`config.mk`:
```
export PLATFORM = sky130hd
export DESIGN_NAME = swl_loader
export DESIGN_NICKNAME = d
export VERILOG_FILES = /design/src/swl_pkg.sv /design/src/swl_loader.sv /design/src/swl_fifo.sv
export VERILOG_INCLUDE_DIRS = /design/src
export SDC_FILE = /design/constraint.sdc
export NUM_CORES = 1
export LEC_CHECK = 0
export ABC_CLOCK_PERIOD_IN_PS = 8900
export BUFFER_PORTS_ARGS = -buffer_cell sky130_fd_sc_hd__buf_4
export CAP_MARGIN = 5
export CORE_MARGIN = 8
export CORE_UTILIZATION = 43
export CTS_CLUSTER_DIAMETER = 100
export DETAILED_ROUTE_END_ITERATION = 8
export PLACE_DENSITY = 0.69
export SETUP_SLACK_MARGIN = 0.15
export SYNTH_ARGS = -nofsm -noshare
export SYNTH_HDL_FRONTEND = slang
export SYNTH_SLANG_ARGS = --single-unit
```
`constraint.sdc`:
```
create_clock -name core_clk_i -period 8.9 [get_ports core_clk_i]
set_clock_uncertainty 0.05 [all_clocks]
set_input_delay 1.335 -clock core_clk_i [delete_from_list [all_inputs] [get_ports core_clk_i]]
set_output_delay 1.335 -clock core_clk_i [all_outputs]
set_load 0.02 [all_outputs]
```
`src/swl_regs.svh`:
```
// Constants of the serial DAC word loader: field positions,
// reset values and sizes. Included by the package and the loader.
`ifndef SWL_REGS_SVH
`define SWL_REGS_SVH

// Word layout
`define SWL_WORD_BITS    16
`define SWL_CTRL_HI_POS  15
`define SWL_CTRL_LO_POS  14
`define SWL_DATA_MSB     13
`define SWL_DATA_BITS    14

// Reset values
`define SWL_RST_SHIFT    16'h0000
`define SWL_RST_CODE     '0
`define SWL_RST_EDGE     1'b0
`define SWL_RST_BITS     5'h00
// Idle pin levels: frame sync high, clock and data low
`define SWL_PIN_IDLE     3'h4

// Buffering
`define SWL_FIFO_DEPTH   32

`endif

```
`src/swl_pkg.sv`:
```
// Types shared by the serial DAC word loader files.
// Assumes swl_regs.svh is on the include path.
`default_nettype none

package swl_pkg;
  `include "swl_regs.svh"

  typedef enum logic [1:0] {
    SWL_CTL_LOAD = 2'h0,
    SWL_CTL_RSV1 = 2'h1,
    SWL_CTL_RSV2 = 2'h2,
    SWL_CTL_RISE = 2'h3
  } swl_ctrl_e;

  typedef struct packed {
    logic                     control_bit_high;
    logic                     control_bit_low;
    logic [`SWL_DATA_MSB:0]   data;
  } swl_word_s;

  typedef struct packed {
    logic frame_n;
    logic sclk;
    logic sdata;
  } swl_pins_s;

  typedef enum logic [2:0] {
    SWL_ST_IDLE  = 3'h1,
    SWL_ST_SHIFT = 3'h2,
    SWL_ST_LATCH = 3'h4
  } swl_state_e;
endpackage

`default_nettype wire

```
`src/swl_loader.sv`:
```
// Serial word loader of a current-output multiplying DAC.
// Assumes the link pins are asynchronous and are far slower than
// core_clk_i; the link clock is sampled, not used as a clock.
`timescale 1ns/1ps
`default_nettype none

`include "swl_regs.svh"

module swl_loader
  import swl_pkg::*;
#(
  parameter int DAC_BITS = 14
) (
  // Clock and reset
  input  wire logic                core_clk_i,
  input  wire logic                reset_i,
  input  wire logic                clk_en_i,
  // Serial link pins
  input  wire logic                frame_sync_n_i,
  input  wire logic                serial_clk_i,
  input  wire logic                serial_data_in_i,
  // Converter core side
  input  wire logic                dac_ready_i,
  output logic [DAC_BITS-1:0]      current_output_o,
  output logic                     dac_update_o,
  // Status
  output logic                     rising_mode_o,
  output logic                     word_ready_o,
  output logic                     overrun_o,
  output logic                     short_frame_o
);
  localparam logic [4:0] WORD_CNT = 5'(`SWL_WORD_BITS);
  localparam logic [2:0] PIN_IDLE = `SWL_PIN_IDLE;

  swl_pins_s               pins_raw;
  swl_pins_s               filt_s;
  swl_pins_s               prev_s;
  logic [2:0]              filt_v;
  logic [2:0]              prev_v;
  swl_state_e              state_ff;
  swl_state_e              nxt_state;
  logic [`SWL_WORD_BITS-1:0] shreg_ff;
  logic [`SWL_WORD_BITS-1:0] nxt_shreg;
  logic                    edge_mode_ff;
  logic [4:0]              bits_ff;
  logic [DAC_BITS-1:0]     code_ff;
  logic                    update_ff;
  logic                    overrun_ff;
  logic                    short_ff;
  logic                    frame_active;
  logic                    frame_fall;
  logic                    frame_rise;
  logic                    sclk_rise;
  logic                    sclk_fall;
  logic                    sample_evt;
  logic                    shift_evt;
  logic                    latch_now;
  logic                    latch_load;
  swl_ctrl_e               latch_ctrl;
  swl_word_s               push_word;
  swl_word_s               pop_word;
  logic                    pop_valid;
  logic                    pop_take;
  logic [DAC_BITS-1:0]     trimmed_code;

  // Edge detection on filtered pin levels
  function automatic logic fn_rise(input logic cur, input logic prv);
    return cur & ~prv;
  endfunction

  function automatic logic fn_fall(input logic cur, input logic prv);
    return ~cur & prv;
  endfunction

  // Control field decode
  function automatic swl_ctrl_e fn_ctrl(input logic [15:0] w);
    swl_word_s ws;
    ws = w;
    return swl_ctrl_e'({ws.control_bit_high, ws.control_bit_low});
  endfunction

  assign pins_raw = '{frame_n: frame_sync_n_i,
                      sclk:    serial_clk_i,
                      sdata:   serial_data_in_i};

  // Three-stage pin synchronisers with agreement filter
  genvar gi;
  generate
    for (gi = 0; gi < 3; gi++) begin : g_sync
      logic s1_ff;
      logic s2_ff;
      logic s3_ff;
      logic f_ff;
      logic p_ff;
      always_ff @(posedge core_clk_i) begin
        if (reset_i) begin
          s1_ff <= PIN_IDLE[gi];
          s2_ff <= PIN_IDLE[gi];
          s3_ff <= PIN_IDLE[gi];
          f_ff  <= PIN_IDLE[gi];
          p_ff  <= PIN_IDLE[gi];
        end else if (clk_en_i) begin
          s1_ff <= pins_raw[gi];
          s2_ff <= s1_ff;
          s3_ff <= s2_ff;
          if (s2_ff == s3_ff) begin
            f_ff <= s3_ff;
          end
          p_ff <= f_ff;
        end
      end
      assign filt_v[gi] = f_ff;
      assign prev_v[gi] = p_ff;
    end
  endgenerate

  assign filt_s = filt_v;
  assign prev_s = prev_v;

  assign frame_active = !filt_s.frame_n;
  assign frame_fall   = fn_fall(filt_s.frame_n, prev_s.frame_n);
  assign frame_rise   = fn_rise(filt_s.frame_n, prev_s.frame_n);
  assign sclk_rise    = fn_rise(filt_s.sclk, prev_s.sclk);
  assign sclk_fall    = fn_fall(filt_s.sclk, prev_s.sclk);
  assign sample_evt   = edge_mode_ff ? sclk_rise : sclk_fall;
  assign shift_evt    = clk_en_i && frame_active && sample_evt;
  assign nxt_shreg    = {shreg_ff[`SWL_WORD_BITS-2:0], filt_s.sdata};

  // Frame sequencing
  always_comb begin
    nxt_state = state_ff;
    unique case (state_ff)
      SWL_ST_IDLE: begin
        if (frame_fall) begin
          nxt_state = SWL_ST_SHIFT;
        end
      end
      SWL_ST_SHIFT: begin
        if (frame_rise) begin
          nxt_state = SWL_ST_LATCH;
        end
      end
      SWL_ST_LATCH: begin
        nxt_state = frame_fall ? SWL_ST_SHIFT : SWL_ST_IDLE;
      end
      default: begin
        nxt_state = SWL_ST_IDLE;
      end
    endcase
  end

  always_ff @(posedge core_clk_i) begin
    if (reset_i) begin
      state_ff <= SWL_ST_IDLE;
    end else if (clk_en_i) begin
      state_ff <= nxt_state;
    end
  end

  // Shift register, sixteen bits, MSB first
  always_ff @(posedge core_clk_i) begin
    if (reset_i) begin
      shreg_ff <= `SWL_RST_SHIFT;
    end else if (shift_evt) begin
      shreg_ff <= nxt_shreg;
    end
  end

  // Bits seen in the current frame, saturating at a word
  always_ff @(posedge core_clk_i) begin
    if (reset_i) begin
      bits_ff <= `SWL_RST_BITS;
    end else if (clk_en_i) begin
      if (frame_fall) begin
        bits_ff <= `SWL_RST_BITS;
      end else if (shift_evt && bits_ff != WORD_CNT) begin
        bits_ff <= bits_ff + 5'h01;
      end
    end
  end

  // Latch decode at frame end
  assign latch_now  = (state_ff == SWL_ST_LATCH);
  assign latch_ctrl = fn_ctrl(shreg_ff);
  assign latch_load = latch_now && (latch_ctrl == SWL_CTL_LOAD);
  assign push_word  = shreg_ff;

  // Sampling edge, sticky until reset
  always_ff @(posedge core_clk_i) begin
    if (reset_i) begin
      edge_mode_ff <= `SWL_RST_EDGE;
    end else if (clk_en_i && latch_now && latch_ctrl == SWL_CTL_RISE) begin
      edge_mode_ff <= 1'b1;
    end
  end

  // Frame status pulses
  always_ff @(posedge core_clk_i) begin
    if (reset_i) begin
      overrun_ff <= 1'b0;
      short_ff   <= 1'b0;
    end else if (clk_en_i) begin
      overrun_ff <= latch_load && !word_ready_o;
      short_ff   <= latch_now && (bits_ff < WORD_CNT);
    end
  end

  // Words waiting for the converter core
  swl_fifo #(
    .WIDTH (`SWL_WORD_BITS),
    .DEPTH (`SWL_FIFO_DEPTH)
  ) u_fifo (
    .core_clk_i  (core_clk_i),
    .reset_i     (reset_i),
    .clk_en_i    (clk_en_i),
    .in_valid_i  (latch_load),
    .in_ready_o  (word_ready_o),
    .in_data_i   (push_word),
    .out_valid_o (pop_valid),
    .out_ready_i (dac_ready_i),
    .out_data_o  (pop_word)
  );

  assign pop_take     = clk_en_i && pop_valid && dac_ready_i;
  assign trimmed_code = pop_word.data[`SWL_DATA_MSB -: DAC_BITS];

  // DAC register and output update
  always_ff @(posedge core_clk_i) begin
    if (reset_i) begin
      code_ff   <= `SWL_RST_CODE;
      update_ff <= 1'b0;
    end else if (clk_en_i) begin
      update_ff <= pop_take;
      if (pop_take) begin
        code_ff <= trimmed_code;
      end
    end
  end

  assign current_output_o = code_ff;
  assign dac_update_o     = update_ff;
  assign rising_mode_o    = edge_mode_ff;
  assign overrun_o        = overrun_ff;
  assign short_frame_o    = short_ff;
endmodule

`default_nettype wire

```
`src/swl_fifo.sv`:
```
// Flip-flop FIFO with valid/ready on both sides.
// Assumes one clock; clock enable low freezes all state.
`timescale 1ns/1ps
`default_nettype none

module swl_fifo #(
  parameter int WIDTH = 16,
  parameter int DEPTH = 32
) (
  // Clock and reset
  input  wire logic             core_clk_i,
  input  wire logic             reset_i,
  input  wire logic             clk_en_i,
  // Fill side
  input  wire logic             in_valid_i,
  output logic                  in_ready_o,
  input  wire logic [WIDTH-1:0] in_data_i,
  // Drain side
  output logic                  out_valid_o,
  input  wire logic             out_ready_i,
  output logic [WIDTH-1:0]      out_data_o
);
  localparam int AW = $clog2(DEPTH);
  localparam logic [AW:0] FULL = (AW+1)'(DEPTH);

  logic [WIDTH-1:0] mem_ff [DEPTH];
  logic [AW-1:0]    wr_idx_ff;
  logic [AW-1:0]    rd_idx_ff;
  logic [AW:0]      count_ff;
  logic             push;
  logic             pop;

  assign in_ready_o  = (count_ff != FULL);
  assign out_valid_o = (count_ff != '0);
  assign out_data_o  = mem_ff[rd_idx_ff];
  assign push        = clk_en_i && in_valid_i && in_ready_o;
  assign pop         = clk_en_i && out_valid_o && out_ready_i;

  // Storage
  always_ff @(posedge core_clk_i) begin
    if (push) begin
      mem_ff[wr_idx_ff] <= in_data_i;
    end
  end

  // Pointers and fill level
  always_ff @(posedge core_clk_i) begin
    if (reset_i) begin
      wr_idx_ff <= '0;
      rd_idx_ff <= '0;
      count_ff  <= '0;
    end else begin
      if (push) begin
        wr_idx_ff <= wr_idx_ff + AW'(1);
      end
      if (pop) begin
        rd_idx_ff <= rd_idx_ff + AW'(1);
      end
      if (push && !pop) begin
        count_ff <= count_ff + (AW+1)'(1);
      end else if (pop && !push) begin
        count_ff <= count_ff - (AW+1)'(1);
      end
    end
  end
endmodule

`default_nettype wire

```
==> out/results.tsv <==
metric	value	unit
hold_viol	0	
row_count	79	
drt_wl_total	43500	um
period_minus_slack	3.79	ns
yosys.area.top_type	edfxtp_1	
max_freq	264	MHz
yosysUniqueCellTypes	57	
synth_area_leaders	edfxtp_1 (67%), mux4_2 (9.0%), dfxtp_1 (7.1%)	
layout_common_cells	edfxtp_1 (448), mux4_2 (81), nor2_1 (69)	
cts_max_level	2	
ff2ff_path_depth	6	
yosysSeqAreaShare	73.7	%
layout_commonest_cell	edfxtp_1	
hold_ws	0.406	ns
antenna_cells	0	
ctsHoldBuffers	0	
synth_top_cell_area_share	66.6	%
drive_gt1_share	20.6	%
via_per_inst	5.75	
worstHoldStart	push_word[9]	
synth-edff-count	448	
nNetsFinal	1179	
die_area	54200	um2
stdcell_area	22800	um2
synthFlopType	edfxtp_1	
gr-total-overflow	0	
end_kind	flop	
grt_pass1_vias	10400	
period_share	42.6	%
fin_setup_tns	0	ns
grt_start_max_net_pins	125	
drv_cap	0	
ioPinCount	26	
cts_tree	done	
gr-usage-all-layers	16.0	%
post-cts-setup-buffer-count	0	
ff2ff_setup_slack	5.57	ns
antenna_found_initial	0	
synth.avg_cell_area	18.2	um2
clkLatencyLatePin	0.59	ns
dieWidth	233	um
wl_per_cell	24.0	um
cp_data_required_time	9.05	ns
synth_area	20200	um2
hpwl	25600	um
post_dp_cell_area	21100	um2
slew_headroom	11.1	%
cts_resized	0	
worstSetupPathType	primary input to flop	
first_pass_iters	5	
hold_depth	2	
numCtsBuffers	51	
area_growth_syn_to_layout	12.6	%
slew_viol_final	0	
path_max_fanout	26	
min_to	push_word[9]	
cts.sinks	520	
grt_pass1_wl	66000	um
p_per_area	238	nW/um2
cp-start-kind	primary input	
rsz0062_at_grt	no	
start_util	43.5	%
tightest_slew	1.33	ns
drc_errors	0	
vdd_drop_max	0.215	mV
yosysWarnings	0	
antenna_left	0	
reg2reg_from	u_fifo.rd_idx_ff[0]	
finalSetupViolCount	0	
total_power	5430	uW
syn_nets	1129	
r2r-end	current_output_o[5]	
async_flop_share	0	%
postLayoutCoreUtil	49.0	%
worstHoldPathType	flop to flop	
synthCells	1109	
ctsRootBufferMaster	clkbuf_16	
clk_pin_slew_worst_paths	0.06	ns
cellLeakagePower	0.00777	uW
synth_seq_cells	520	
port-buffer-count	25	
drt_iter0_markers	868	
core_area	46500	um2
crit_arrival	3.94	ns
die_height	233	um
outcome	completed	
vias	10400	
clockBufferDepth	3	
gp_congestion	0.813	
-- worst max path at each step --
stage,from,end,slack (ns),cells after the start
finish,clk_en_i,u_fifo.mem_ff[14][3],5.11,5
global route,clk_en_i,u_fifo.mem_ff[26][4],4.93,5
CTS,clk_en_i,u_fifo.mem_ff[22][11],5.10,5
detailed placement,clk_en_i,u_fifo.mem_ff[2][3],4.47,5
global placement,clk_en_i,u_fifo.mem_ff[14][12],4.60,5
floorplan,clk_en_i,u_fifo.count_ff[5],5.43,11
-- where the power goes --
group	switching [uW]	total, uW	internal [uW]	leakage (uW)
combinational	302	573	271	0.00154
sequential	56.7	2710	2650	0.00541
clock	894	2150	1250	0.000815
total	1250	5430	4170	0.00777
-- sequential cells by signal (all words and copies together), names as in the netlist, 3 cells and up --
| signal | cells |
|---|---|
| push_word | 16 |
| bits_ff | 5 |
| g_sync.s3_ff | 3 |
| u_fifo.count_ff | 6 |
| u_fifo.rd_idx_ff | 5 |
| current_output_o | 14 |
| u_fifo.mem_ff | 448 |
| u_fifo.wr_idx_ff | 5 |
| g_sync.s2_ff | 3 |
| g_sync.s1_ff | 3 |
| state_ff | 3 |
| g_sync.f_ff | 3 |
-- cell usage after synthesis, types with 12 or more instances --
| master | count |
|---|---|
| edfxtp_1 | 448 |
| mux4_2 | 81 |
| dfxtp_1 | 72 |
| nor2_1 | 70 |
| mux2i_1 | 65 |
| a21oi_1 | 60 |
| nand2_1 | 53 |
| clkbuf_1 | 29 |
| a22o_1 | 26 |
| a22oi_1 | 15 |
| buf_2 | 15 |
| o221ai_1 | 14 |
| o22ai_1 | 14 |
| a2111oi_2 | 13 |
| ha_1 | 12 |
-- through the flow --
stage | cells | worst slack (ns)
global placement | 1709 | 4.60
global route | 1808 | 4.93
CTS | 1804 | 5.10
finish | 1808 | 5.11
floorplan | 1109 | 5.43
detailed placement | 1709 | 4.47
-- final cells by class --
cell class | count | area, um2
repair buffers | 57 | 444
multi-input cells | 517 | 4940
inverters | 12 | 47.5
well taps | 607 | 759
fillers | 3805 | 23700
clock buffers | 63 | 1350
flip-flops and latches | 520 | 14900
clock inverters | 32 | 318
-- metal layers --
layer / global-route usage [%] / part of all wire (%) / routed length (um) / vias to the layer above
met3: 3.30 / 7.1 / 3080 / 68
li1: - / - / - / 4557
met2: 24.7 / 46 / 20200 / 382
met4: 4.99 / 2.5 / 1100 / 0
met5: 0 / 0 / 0 / -
met1: 22.8 / 44 / 19100 / 5382
-- logic make-up after synthesis --
| group | Yosys count | share of synthesized area (%) |
|---|---|---|
| and+or+nand+nor | 167 | 3.80 |
| DFF | 520 | 73.7 |
| adders and majority gates | 13 | 0.842 |
| muxes | 151 | 12.8 |
| xor gates and xnor gates | 15 | 0.650 |
| buffers and inverters | 72 | 1.90 |
| AOI/OAI and AO/OA | 171 | 6.31 |
-- worst max-delay path, cell delays in order --
cell and delay, ns:
buf_4 0.27, and4bb_2 0.34, o311a_1 0.43, nand2_1 0.45, nor2_1 1.10
(Power assumes the default switching activity.)
